File: config.mk
export PLATFORM = sky130hd
export DESIGN_NAME = dspcd_core
export DESIGN_NICKNAME = d
export VERILOG_FILES = /design/src/shared/dspcd_pkg.sv /design/src/rtl/dspcd_core.sv /design/src/rtl/dspcd_load_unit.sv
export SDC_FILE = /design/constraint.sdc
export NUM_CORES = 1
export LEC_CHECK = 0
export BUFFER_PORTS_ARGS = -buffer_cell sky130_fd_sc_hd__buf_2
export CORE_MARGIN = 2
export CORE_UTILIZATION = 47
export DETAILED_ROUTE_END_ITERATION = 10
export HOLD_SLACK_MARGIN = 0.06
export PLACE_DENSITY = 0.86
export SLEW_MARGIN = 20
export SYNTH_ARGS = -nofsm -noshare
export SYNTH_HDL_FRONTEND = slang
export SYNTH_SLANG_ARGS = --single-unit
File: constraint.sdc
create_clock -name ref_clk -period 3.2 [get_ports ref_clk]
set_input_delay 0.16 -clock ref_clk [delete_from_list [all_inputs] [get_ports ref_clk]]
set_output_delay 0.16 -clock ref_clk [all_outputs]
set_load 0.005 [all_outputs]
File: src/shared/dspcd_pkg.sv
// Package with constants, fields and carriers of the signal-processing decode block.
package dspcd_pkg;

    localparam int DATA_W = 32;

    // Major opcode row and column fields.
    localparam int ROW_HI = 31;
    localparam int ROW_LO = 29;
    localparam int COL_HI = 28;
    localparam int COL_LO = 26;
    localparam logic [2:0] POOL_ROW = 3'h0;
    localparam logic [2:0] POOL_COL = 3'h0;
    localparam logic [2:0] HIGHER_ROW = 3'h6;
    localparam logic [2:0] HIGHER_COL = 3'h2;
    localparam logic [2:0] RESV_ROW_MAX = 3'h1;
    localparam logic [2:0] RESV_COL_MIN = 3'h4;

    // Minor field of the pool and its operation codes.
    localparam int MINOR_HI = 5;
    localparam int MINOR_LO = 0;
    localparam logic [5:0] MIN_CTL_WRITE = 6'h01;
    localparam logic [5:0] MIN_CTL_READ = 6'h02;
    localparam logic [5:0] MIN_LOAD_BYTE = 6'h03;
    localparam logic [5:0] MIN_LOAD_HALF = 6'h04;
    localparam logic [5:0] MIN_LOAD_WORD = 6'h05;
    localparam logic [5:0] MIN_POS_BRANCH = 6'h06;

    // Register number fields and the mask field.
    localparam int TGT_HI = 25;
    localparam int TGT_LO = 21;
    localparam int DEST_HI = 15;
    localparam int DEST_LO = 11;
    localparam int MASK_HI = 19;
    localparam int MASK_LO = 14;

    // Control word field layout, one field per mask bit.
    localparam int POS_HI = 5;
    localparam int POS_LO = 0;
    localparam int SCNT_HI = 12;
    localparam int SCNT_LO = 7;
    localparam int CARRY_BIT = 13;
    localparam int EFI_BIT = 14;
    localparam int OUF_HI = 23;
    localparam int OUF_LO = 16;
    localparam int CCOND_HI = 31;
    localparam int CCOND_LO = 24;
    localparam logic [DATA_W-1:0] CTL_RESET = 32'h0000_0000;
    localparam logic [5:0] POS_LIMIT = 6'h20;

    typedef enum logic [2:0] {
        OP_FOREIGN,
        OP_CTL_WRITE,
        OP_CTL_READ,
        OP_LOAD,
        OP_POS_BRANCH,
        OP_RESERVED
    } dspcd_op_e;

    typedef enum logic [1:0] {
        LD_BYTE,
        LD_HALF,
        LD_WORD
    } dspcd_ld_e;

    typedef enum logic [1:0] {
        EXC_NONE,
        EXC_RESERVED,
        EXC_ADDR
    } dspcd_exc_e;

    typedef struct packed {
        logic valid;
        logic [DATA_W-1:0] insn;
        logic [DATA_W-1:0] opA;
        logic [DATA_W-1:0] opB;
    } dspcd_issue_s;

    typedef struct packed {
        logic valid;
        logic [DATA_W-1:0] addr;
        dspcd_ld_e size;
    } dspcd_mem_s;

    typedef struct packed {
        logic valid;
        logic [4:0] regNum;
        logic [DATA_W-1:0] data;
    } dspcd_wb_s;

    typedef struct packed {
        logic valid;
        logic taken;
    } dspcd_br_s;

    typedef struct packed {
        logic valid;
        dspcd_exc_e code;
    } dspcd_exc_s;

endpackage : dspcd_pkg

File: src/rtl/dspcd_core.sv
// Decode and execution of control-word access, indexed loads and position branch.
// Notes on behaviour
// - Control write replaces each field whose mask bit is 1 from the register.
// - Control write leaves fields with clear mask bit unchanged.
// - Control read copies selected fields into target register; other bits stay.
// - Indexed byte load from base plus index, zero-extended.
// - Indexed halfword load from base plus index, sign-extended.
// - Indexed word load from base plus index, written whole.
// - Position branch taken only when position field is 32 or more.
// - Reserved opcode slots raise a reserved-instruction exception, doing nothing.
// - Higher-level opcode slots raise a reserved-instruction exception.
// - Field-class slots decode further through the minor field.
// - Major opcode row is bits 31..29, column bits 28..26.
// - Position field marks left-most bit of extraction; branch examines it.
`timescale 1ns/1ps
module dspcd_core
    import dspcd_pkg::*;
(
    // Clock and reset.
    input wire logic ref_clk,
    input wire logic resetn,
    // Instruction issue.
    input wire dspcd_issue_s issue,
    output logic issueReady,
    // Data memory.
    output dspcd_mem_s memReq,
    input wire logic memRespValid,
    input wire logic [DATA_W-1:0] memRespData,
    // Results.
    output dspcd_wb_s writeBack,
    output dspcd_br_s branch,
    output dspcd_exc_s exception,
    output logic foreignOp,
    output logic [DATA_W-1:0] ctlWord
);

    typedef enum logic {
        ST_IDLE,
        ST_LOAD
    } dspcd_state_e;

    typedef struct packed {
        dspcd_state_e st;
        logic ready;
        logic [DATA_W-1:0] ctl;
        dspcd_ld_e ldKind;
        dspcd_mem_s mem;
        dspcd_wb_s wb;
        dspcd_br_s br;
        dspcd_exc_s exc;
        logic foreign;
    } dspcd_core_s;

    localparam dspcd_core_s CORE_RESET = '{
        st: ST_IDLE,
        ready: 1'b1,
        ctl: CTL_RESET,
        ldKind: LD_BYTE,
        mem: '0,
        wb: '0,
        br: '0,
        exc: '{valid: 1'b0, code: EXC_NONE},
        foreign: 1'b0
    };

    // Expands the six mask bits into a mask over the control word.
    function automatic logic [DATA_W-1:0] fieldMask(input logic [5:0] m);
        logic [DATA_W-1:0] r;
        r = '0;
        r[POS_HI:POS_LO] = {(POS_HI-POS_LO+1){m[0]}};
        r[SCNT_HI:SCNT_LO] = {(SCNT_HI-SCNT_LO+1){m[1]}};
        r[CARRY_BIT] = m[2];
        r[OUF_HI:OUF_LO] = {(OUF_HI-OUF_LO+1){m[3]}};
        r[CCOND_HI:CCOND_LO] = {(CCOND_HI-CCOND_LO+1){m[4]}};
        r[EFI_BIT] = m[5];
        return r;
    endfunction : fieldMask

    // Maps an instruction word onto the operation class this block executes.
    function automatic dspcd_op_e decodeOp(input logic [DATA_W-1:0] w, output dspcd_ld_e k);
        logic [2:0] row;
        logic [2:0] col;
        dspcd_op_e op;
        // Row and column of the major table.
        row = w[ROW_HI:ROW_LO];
        col = w[COL_HI:COL_LO];
        k = LD_BYTE;
        op = OP_FOREIGN;
        if (row == POOL_ROW && col == POOL_COL) begin
            case (w[MINOR_HI:MINOR_LO])
                MIN_CTL_WRITE: op = OP_CTL_WRITE;
                MIN_CTL_READ: op = OP_CTL_READ;
                MIN_LOAD_BYTE: begin
                    op = OP_LOAD;
                    k = LD_BYTE;
                end
                MIN_LOAD_HALF: begin
                    op = OP_LOAD;
                    k = LD_HALF;
                end
                MIN_LOAD_WORD: begin
                    op = OP_LOAD;
                    k = LD_WORD;
                end
                MIN_POS_BRANCH: op = OP_POS_BRANCH;
                default: op = OP_RESERVED;
            endcase
        end else if (row <= RESV_ROW_MAX && col >= RESV_COL_MIN) begin
            op = OP_RESERVED;
        end else if (row == HIGHER_ROW && col == HIGHER_COL) begin
            op = OP_RESERVED;
        end
        return op;
    endfunction : decodeOp

    logic rstMeta;
    logic rstSyncN;
    dspcd_core_s stateQ;
    dspcd_core_s stateD;
    dspcd_op_e op;
    dspcd_ld_e opKind;
    logic [DATA_W-1:0] ldAddr;
    logic ldMisaligned;
    logic [DATA_W-1:0] ldVal;
    logic [DATA_W-1:0] mask;

    always_ff @(posedge ref_clk or negedge resetn) begin
        if (!resetn) begin
            rstMeta <= 1'b0;
            rstSyncN <= 1'b0;
        end else begin
            rstMeta <= 1'b1;
            rstSyncN <= rstMeta;
        end
    end

    dspcd_load_unit u_load (
        .base(issue.opA),
        .index(issue.opB),
        .kind(stateQ.st == ST_LOAD ? stateQ.ldKind : opKind),
        .memData(memRespData),
        .addr(ldAddr),
        .misaligned(ldMisaligned),
        .loadVal(ldVal)
    );

    // Decodes the offered word apart from the state update, so no process reads its own output.
    always_comb begin
        op = decodeOp(issue.insn, opKind);
        mask = fieldMask(issue.insn[MASK_HI:MASK_LO]);
    end

    always_comb begin
        stateD = stateQ;
        stateD.mem.valid = 1'b0;
        stateD.wb.valid = 1'b0;
        stateD.br = '0;
        stateD.exc = '{valid: 1'b0, code: EXC_NONE};
        stateD.foreign = 1'b0;
        case (stateQ.st)
            ST_IDLE: begin
                if (issue.valid) begin
                    case (op)
                        OP_CTL_WRITE: begin
                            stateD.ctl = (stateQ.ctl & ~mask) | (issue.opA & mask);
                        end
                        OP_CTL_READ: begin
                            stateD.wb.valid = 1'b1;
                            stateD.wb.regNum = issue.insn[TGT_HI:TGT_LO];
                            stateD.wb.data = (issue.opA & ~mask) | (stateQ.ctl & mask);
                        end
                        OP_LOAD: begin
                            if (ldMisaligned) begin
                                stateD.exc = '{valid: 1'b1, code: EXC_ADDR};
                            end else begin
                                stateD.mem = '{valid: 1'b1, addr: ldAddr, size: opKind};
                                stateD.ldKind = opKind;
                                stateD.wb.regNum = issue.insn[DEST_HI:DEST_LO];
                                stateD.st = ST_LOAD;
                                stateD.ready = 1'b0;
                            end
                        end
                        OP_POS_BRANCH: begin
                            stateD.br.valid = 1'b1;
                            stateD.br.taken = stateQ.ctl[POS_HI:POS_LO] >= POS_LIMIT;
                        end
                        OP_RESERVED: begin
                            stateD.exc = '{valid: 1'b1, code: EXC_RESERVED};
                        end
                        default: begin
                            stateD.foreign = 1'b1;
                        end
                    endcase
                end
            end
            ST_LOAD: begin
                if (memRespValid) begin
                    stateD.wb.valid = 1'b1;
                    stateD.wb.data = ldVal;
                    stateD.st = ST_IDLE;
                    stateD.ready = 1'b1;
                end
            end
            default: begin
                stateD = CORE_RESET;
            end
        endcase
    end

    always_ff @(posedge ref_clk or negedge rstSyncN) begin
        if (!rstSyncN) begin
            stateQ <= CORE_RESET;
        end else begin
            stateQ <= stateD;
        end
    end

    assign issueReady = stateQ.ready;
    assign memReq = stateQ.mem;
    assign writeBack = stateQ.wb;
    assign branch = stateQ.br;
    assign exception = stateQ.exc;
    assign foreignOp = stateQ.foreign;
    assign ctlWord = stateQ.ctl;

endmodule : dspcd_core

File: src/rtl/dspcd_load_unit.sv
// Indexed load address adder, alignment check and load data extension.
`timescale 1ns/1ps
module dspcd_load_unit
    import dspcd_pkg::*;
(
    // Address operands.
    input wire logic [DATA_W-1:0] base,
    input wire logic [DATA_W-1:0] index,
    input wire dspcd_ld_e kind,
    // Returned memory word.
    input wire logic [DATA_W-1:0] memData,
    // Results.
    output logic [DATA_W-1:0] addr,
    output logic misaligned,
    output logic [DATA_W-1:0] loadVal
);

    always_comb begin
        addr = base + index;
        misaligned = 1'b0;
        loadVal = memData;
        case (kind)
            LD_BYTE: begin
                loadVal = {24'h00_0000, memData[7:0]};
            end
            LD_HALF: begin
                misaligned = addr[0];
                loadVal = {{16{memData[15]}}, memData[15:0]};
            end
            LD_WORD: begin
                misaligned = addr[1:0] != 2'h0;
                loadVal = memData;
            end
            default: begin
                loadVal = memData;
            end
        endcase
    end

endmodule : dspcd_load_unit

Word-level counts from Yosys, hierarchy flattened. Index checks and enable logic that the tools add are counted.

Reduce and logical (&&, ||, !) cells: 15. Bitwise gates (word level): 9. $add $sub $neg: 1. Order comparisons: 3. Equality and inequality tests: 21. Multiplexer cells: 31.

Operators with widths (number): $and 32x32->32 (4); $pmux 32 s2 (2); $mux 115 (1); $mux 32 (3); $mux 37 (2); $or 32x32->32 (2); $mux 35 (1); $add 32x32->32 (1); $not 32->32 (1); $eq 6x3->1 const B (3); $eq 6x2->1 const B (2); $mux 2 (6); $mux 3 (4); $pmux 3 s4 (1); $reduce_and 4->1 (3); $pmux 5 s2 (1); $eq 3x2->1 const B (3); $eq 3x3->1 const B (3); $ne 2x2->1 const B (4); $pmux 2 s2 (2); $eq 6x1->1 const B (1); $ge 6x6->1 const B (1); $logic_not 3->1 (2); $mux 6 (1); other kinds (17) (26).

Logic and storage cells: 96. Input port bits: 132. Bits in registers: 115.

Depth between registers and ports, before layout. Gate-level depths: netlist (run 1).

Depth after elaboration: 10. Gate-level depth with buffers: 15. Mapped depth without buffers: 14.

By module. Synthesis (run 1) repeated with hierarchy kept, for this count alone.

Cells, all modules: 860. Area, all modules: 8495.6 um2.

Modules (own cells, without submodules): dspcd_core (cells each 579, area an instance 6477.5 um2, instances 1); dspcd_load_unit (cells each 281, area an instance 2018.2 um2, instances 1).

Least setup slack after synthesis (run 1). Ideal clock, no wire load.

Kind: input -> register. From: in issue[92] (netlist name). To: reg stateQ (netlist bit memReq[28]). Cell stages on the path: 12. Buffers on the path: 1. Data arrival time: 2.543 ns. Library setup time: 0.069 ns. Required time: 3.131 ns. Path slack: 0.588 ns. Cells stage by stage: nor4_4 > nand3_1 > nor2_1 > nand3b_1 > o21a_1 > ha_1 > o21ai_0 > a21boi_0 > or3_1 > buf_2 > or4_1 > nand3_1.

Word-level cells in the longest chain between the ends: 8. Elaborated cells between the ends (all ways): 17. Classes of those cells: 1 x order compare; 4 x eq/ne; 6 x mux; 1 x bitwise; 5 x reduce/logical.

RTL lines: start: declaration (RTL line dspcd_core.sv:23) `input wire dspcd_issue_s issue,`; $logic_not 3->1 (RTL line dspcd_core.sv:89) `if (row == POOL_ROW && col == POOL_COL) begin`; $logic_and 1x1->1 (RTL line dspcd_core.sv:89); $mux 2 (RTL line dspcd_core.sv:89); $mux 2 (RTL line dspcd_core.sv:140) `.kind(stateQ.st == ST_LOAD ? stateQ.ldKind : opKind),`; $eq 2x2->1 or $eq 2x1->1 (tied branches) (RTL line dspcd_load_unit.sv:22) `case (kind)`; $pmux 1 s2 (RTL line dspcd_load_unit.sv:22); $not 1->1 (no source line); $reduce_and 4->1 (no source line) *; end signal: assignment (RTL line dspcd_core.sv:214) `stateQ <= stateD;`; end: declaration (RTL line dspcd_core.sv:118) `dspcd_core_s stateQ;`.

Mark *: on every way between the ends. The rest lies on a longest branch, timed or not. A chain may end at the register's enable or synchronous reset.

Final worst setup path (run 1).
From: in issue[32] (netlist name). To: reg stateQ (netlist bit memReq[32]).

Word-level cells in the longest chain between the ends: 5.

RTL lines: $add 32x32->32 * (RTL line dspcd_load_unit.sv:19) `addr = base + index;`; $reduce_bool 2->1 (RTL line dspcd_load_unit.sv:31) `misaligned = addr[1:0] != 2'h0;`; $pmux 1 s2 (RTL line dspcd_load_unit.sv:22); $not 1->1 (no source line); $reduce_and 4->1 (no source line).

Marked as above.

==> metrics.md, run 1 <==
| Metric | Value |
|---|---|
| Top post-synthesis cells by area | dfrtp_1 36%, buf_4 11%, ha_1 5.5%, a21oi_1 5.3%, mux2i_1 5.1% |
| Max Freq | about 340 MHz |
| VDD IR max | between 0.0003 and 0.0004 V |
| Final worst slack | about 0.23 ns |
| Drt total wl | about 23,000 µm |
| Final Max Tran Viols | 0 |
| Clock Skews | between 0.008 and 0.009 ns |
| Worst hold path depth | 3 |
| Root Driver | clkbuf_16 |
| Clock sink total | roughly 110 |
| Cells after Synth | 840 |
| Initial DRT Pass Iterations | 6 |
| Worst-path clk slew | around 0.06 ns |
| Hold-fix buffers, CTS | 53 |
| DP HPWL | approximately 17,000 µm |
| Crit path kind | in -> reg |
| R2R Setup Slk | roughly 0.53 ns |
| Final TNS setup | 0 ns |
| Arr. time, crit path | approximately 3.3 ns |
| CTS Buf Count | 17 |
| Register area share after synthesis | a little under two fifths |
| Final period util | between 90% and 100% |
| WHS | about 0.084 ns |
| Reg-to-Reg Start | stateQ[114] |
| Layout cells sized above 1 | 32.13% |
| WL/cell | about 19 µm |
| GRT Residual Overflow | 0 |
| Hold path endpoint | writeBack[6] |
| First-pass GRT wire length | 36,780 µm |
| YS warnings | 0 |
| Register area | approximately 2800 µm² |
| Critical path launch point type | primary input |
| Buffers on Ports | between 200 and 250 |
| Rel. slew slack | 51.13% |
| Fill cell count | around 1,400 |
| Setup Viol. Count Final | 0 |
| Reg2reg end | writeBack[36] |
| Top-count cell post-synth | dfrtp_1 |
| Measured slew at the worst slew-check pin | 0.7331 ns |
| Longest Clk Path Bufs | 2 |
| Max_cap viols | 0 |
| Final hold vios | 0 |
| Largest net degree at the start of global routing | between 60 and 70 |
| Syn Area/Cell | between 9 and 10 µm² |
| Antenna violations before repair | 1 |
| GRT Total Usage | 26.82% |
| Power Dens Cells | between 400 and 500 nW/µm² |
| Starting DRT DRC Count | about 380 |
| Most frequent cells after synthesis | 112 x dfrtp_1, 110 x buf_4, 81 x a21oi_1 |
| Dpl ws | -0.004104 ns |
| Layout area overhead | 22.92% |
| # diodes | 0 |
| RSZ-0062 raised after global routing | false |
| Post-synth top area share | a little over a third |
| Post_cts resized | 0 |
| Min cycle time layout | 2.975 ns |
| Die Y | 132.0 µm |
| Vias | between 6,000 and 7,000 |
| Vias in the first global route | about 7,000 |
| Top FF cell, synth | dfrtp_1 |
| Multi-input gate area | roughly 3900 µm² |
| Status | finished clean |
| Row count | 46 |
| Area leader, netlist | dfrtp_1 |
| Area of the die | 17,420 µm² |
| Via/cell ratio | approximately 5.6 |
| Chip width | 132.0 µm |
| Count of state elements after synthesis | 113 |
| Setup Buffers After CTS | 0 |
| Worst skew pair latency | about 0.42 ns |
| Async SR Flop Fraction | 100.0% |
| Yosys cell types | 62 |
| DRC | 0 |
| H-tree levels | 4 |
| Worst Path Max Fanout | 4 |
| Mapped cell area | 7699 µm² |
| Worst Hold Launch | memRespData[6] |
| Initial Util | around half |
| Crit. End Element | register |
| Top Ports | about 240 |
| Final #Nets | 1,181 |
| CTS tree | yes |
| Worst reg2reg path depth | 8 |
| Static Leak | ~0.0048 µW |
| Worst hold path class | in -> reg |
| GPL Wtd Cong | about 0.95 |
| Worst EP required | around 3.5 ns |
| Remaining antenna violation count | 0 |
| Number of synthesized flops with an enable pin | 0 |
| CORE AREA | between 15,000 and 20,000 µm² |
[cells by family after synthesis]
logic type               synth area share (%)
AND/OR/NAND/NOR                         12.32
other                                 0.09755
multiplexers                            9.605
adder cells (fa/ha/maj)                 5.786
AO/OA/AOI/OAI                           19.67
flip-flops                              36.75
buffers and inverters                   13.39
XOR/XNOR                                2.389
[area by class of cell]
| class | count | share of cell area, % |
|---|---|---|
| Sequential cell | 113 | 29.94 |
| Clock inverter | 15 | 1.944 |
| Clock buffer | 17 | 4.496 |
| Tap cell | 216 | 2.856 |
| Inverter | 13 | 0.5157 |
| Multi-Input combinational cell | 566 | 40.74 |
| Timing Repair Buffer | 303 | 19.52 |
[layer usage]
| layer | track usage (%) | routed length, µm |
|---|---|---|
| met1 | 32.93 | 9500 |
| met2 | 45.49 | 11100 |
| met3 | 7.266 | 1886 |
| met4 | 9.360 | 616 |
| met5 | 0 | 9 |
[how the worst max path moves through the flow]
stage	endpoint	slack, ns	depth (start not counted)	from
6_report	memReq[32]	0.23	12	issue[32]
5_1_grt	memReq[32]	0.07	12	issue[32]
4_1_cts	memReq[32]	0.29	12	issue[32]
3_5_place_dp	memReq[22]	-0.004	12	issue[92]
3_3_place_gp	memReq[32]	0.14	12	issue[92]
2_1_floorplan	memReq[28]	0.59	12	issue[92]
[report_power, final]
| group | internal (µW) | switching [µW] |
|---|---|---|
| clock | 1230 | 730 |
| sequential | 1500 | 46.1 |
| combinational | 351 | 414 |
[worst max-delay path, cell delays in order]
cell and delay [ns]:
dlygate4sd3_1 0.53, buf_2 0.14, ha_1 0.18, inv_1 0.06
fa_1 0.39, nand2b_1 0.19, a21oi_1 0.22, o21ai_0 0.22
o21bai_1 0.32, a21boi_0 0.26, o2111a_1 0.31, or3_1 0.30
[cells in the final DEF (no fill, tap or decap), drive strengths merged, types with 14 or more instances in the layout]
master,instances
a21o,14
a21oi,81
buf,249
clkbuf,17
dfrtp,112
dlygate4sd3,54
ha,34
inv,15
mux2,31
mux2i,39
nand2,69
nand3,14
nor2,61
o21a,30
o21ai,43
o221ai,17
[through the flow]
step	total power, µW	area (µm²)	std cells	utilization, %
floorplan	2053	7704	841	-
global placement	2252	8313	1157	52.14
detailed placement	2263	8313	1157	52.14
CTS	4283	9453	1242	59.29
global route	4455	9463	1243	59.35
finish	4267	9463	1243	59.35
Note: power is estimated with default switching activity, not from simulation.
==> run 2, diff against run 1 <==
- ABC_AREA: default -> 1
- CORE_UTILIZATION: 47 -> 49
- PLACE_DENSITY: 0.86 -> 0.88
==> metrics.md, run 2 <==
| Metric | Value |
|---|---|
| Cells after Synth | 1,295 (+54%) |
| GRT Residual Overflow | 0 (unchanged) |
| Arr. time, crit path | 3.21 ns (-0.06 ns) |
| Critical path launch point type | primary input |
| Root Driver | clkbuf_16 |
| Antenna violations before repair | 1 (unchanged) |
| First-pass GRT wire length | 42,150 µm (+15%) |
| Initial Util | 49.55% (+1.3 points) |
| Top FF cell, synth | dfrtp_1 |
| H-tree levels | 4 (unchanged) |
| Longest Clk Path Bufs | 2 (unchanged) |
| CTS tree | yes |
| Layout area overhead | 17.85% |
| Count of state elements after synthesis | 113 (unchanged) |
| Setup Viol. Count Final | 0 (unchanged) |
| VDD IR max | 0.0003682 V (+2.6%) |
| Max_cap viols | 0 (unchanged) |
| Worst skew pair latency | 0.43 ns (about the same) |
| CORE AREA | 17,780 µm² (+12%) |
| Crit. End Element | register |
| RSZ-0062 raised after global routing | false |
| Worst EP required | 3.50 ns (about the same) |
| Remaining antenna violation count | 0 (unchanged) |
| Largest family of logic cells by synthesized area | simple AND/OR/NAND/NOR gates |
| Starting DRT DRC Count | 771 (+100%) |
| Initial DRT Pass Iterations | 5 (-1) |
| Clock sink total | 113 (unchanged) |
| Post-synth top area share | 31.81% (-4.6 points) |
| Commonest non-fill, non-tap cells in the layout | 404 x nand2_1, 235 x buf_2, 167 x inv_1 |
| Register area share after synthesis | 32.11% (-4.6 points) |
| Layout cells sized above 1 | 22.09% (-10 points) |
| Largest net degree at the start of global routing | 60 (-7.7%) |
| Most frequent cells after synthesis | 404 x nand2_1, 167 x inv_1, 115 x buf_4 |
| CP peak stage delay | 0.56 ns (+0.03 ns) |
| Simple-gate portion of the synthesized area | 32.27% (+20 points) |
| Crit-path cells | dlygate4sd3_1 -> buf_2 -> ha_1 -> inv_1 -> fa_1 -> nand2_1 -> nand2_1 -> o21ai_0 -> nand2_1 -> nand2_1 -> inv_1 -> nand4_2 -> buf_12 -> nand2_1 -> o21ai_0 |
| DRC | 0 (unchanged) |
| Vias | 8,906 (+29%) |
| WL/cell | 15.58 µm (-16%) |
| Power Dens Cells | 459.7 nW/µm² (+1.9%) |
| Crit path max-delay family | buffers and inverters |
| GPL Wtd Cong | 0.9707 (+2.5%) |
| Final Util | 58.40% (-0.96 points) |
| Multiplexer share of the synthesized area | 0% (-9.6 points) |
| Async SR Flop Fraction | 100.0% (unchanged) |
| Mapped cell area | 8810 µm² (+14%) |
| Via/cell ratio | 5.248 (-5.6%) |
| Clock Skews | 0.009101 ns (+0.0002150 ns) |
| Final TNS setup | 0 ns (unchanged) |
| Crit path kind | in -> reg |
| Top-count cell post-synth | nand2_1 |
| Multi-input gate area | 4293 µm² (+11%) |
| Most frequent cell on the critical path | nand2_1 |
| Static Leak | 0.006044 µW (+25%) |
| Synth Area in XOR/XNOR | 1.591% (-0.80 points) |
| Number of synthesized flops with an enable pin | 0 (unchanged) |
| Worst hold path class | in -> reg |
| DP HPWL | 19,620 µm (+17%) |
| GRT Total Usage | 27.40% (+0.58 points) |
| Final #Nets | 1,621 (+37%) |
| Die Y | 138.1 µm (+4.6%) |
| Area leader, netlist | dfrtp_1 |
| Setup Buffers After CTS | 0 (unchanged) |
| Rel. slew slack | 50.34% (-0.79 points) |
| Final hold vios | 0 (unchanged) |
| Max Freq | 343.7 MHz (+2.2%) |
| Buf/Inv on CP | 5 (+2) |
| Commonest non-fill, non-tap cell in the layout | nand2_1 |
| Post-Synth Adder-Cell Area | 5.056% (-0.73 points) |
| Fill cell count | 1,613 (+19%) |
| Drt total wl | 26,440 µm (+14%) |
| Final Max Tran Viols | 0 (unchanged) |
| Status | finished clean |
| Top post-synthesis cells by area | dfrtp_1 32%, nand2_1 17%, buf_4 9.8%, inv_1 7.1%, nand3_1 6.2% |
| Syn Area/Cell | 6.803 µm² (-26%) |
| Worst Path Max Fanout | 46 (+42) |
| Register area | 2833 µm² (unchanged) |
| Measured slew at the worst slew-check pin | 0.7449 ns (+0.01179 ns) |
| Final period util | 90.93% (-2.0 points) |
| Worst-path clk slew | 0.06 ns (about the same) |
| Yosys cell types | 42 (-32%) |
| Row count | 49 (+6.5%) |
| CTS Buf Count | 17 (unchanged) |
| Chip width | 138.1 µm (+4.6%) |
| Synth Area in Compound Gates | 9.686% (-10 points) |
| Top Ports | 244 (unchanged) |
| Min cycle time layout | 2.910 ns (-0.06507 ns) |
| Vias in the first global route | 8,581 (+24%) |
| Critical-path top delay cell | fa_1 |
| Buffers on Ports | 235 (unchanged) |
| Area of the die | 19,070 µm² (+9.5%) |
| YS warnings | 0 (unchanged) |
## run 2: tightest hold or removal path: stages
cell,delay [ns]
buf_2,0.15
nand4_1,0.09
nand2_1,0.06
## run 2: metal layers
metal  global-route usage, %  share of wire (%)
met2                   45.39                 48
met5                       0                  0
met4                   14.72                4.6
met3                   4.988                6.2
met1                   34.09                 42
## run 2: layout make-up
type	instances	area share (%)
sequential	113	27.28
inverter	173	6.254
tap	229	2.760
antenna	1	0.02410
clock inverter	12	1.735
timing repair buffer	284	16.10
multi-input combinational	865	41.35
clock buffer	20	4.495
## run 2: cell families after synthesis
kind of cell | after synthesis
compound gates | 142
xor+xnor | 16
fa+ha+maj | 35
buf+inv | 318
flops | 113
other cells | 2
simple gates | 669
## run 2: report_power, final
group	internal, µW	switching [µW]
registers	1550	109
logic	432	608
clock network	1360	706
total	3350	1420
## run 2: path summary, 6_finish.rpt
path,slack [ns],startpoint,end,depth (start not counted)
min,0.08,issue[45],register,3
max,0.29,issue[32],memReq[5],15
max reg2reg,0.33,stateQ[114],memReq[5],12
max in group asynchronous,1.99,rstSyncN,issueReady,1
min in group asynchronous,0.40,rstSyncN,memReq[9],0
min reg2reg,0.35,rstMeta,rstSyncN,0
## run 2: what timing repair did
item,CTS,global route
hold buffers,41,0
endpoints found under the hold margin,39,0
resized for setup,0,0
## run 2: per-stage QoR
stage | std cells | power [µW] | cell area (µm²) | hold slack, ns | setup WS (ns)
floorplan | 1296 | 2414 | 8815 | -0.1356 | 0.8930
global route | 1697 | 4988 | 10380 | 0.08456 | 0.1322
detailed placement | 1623 | 2659 | 9323 | -0.05295 | 0.2973
CTS | 1696 | 4770 | 10380 | 0.06882 | 0.3753
global placement | 1623 | 2630 | 9323 | -0.05457 | 0.4693
finish | 1697 | 4772 | 10380 | 0.07523 | 0.2904
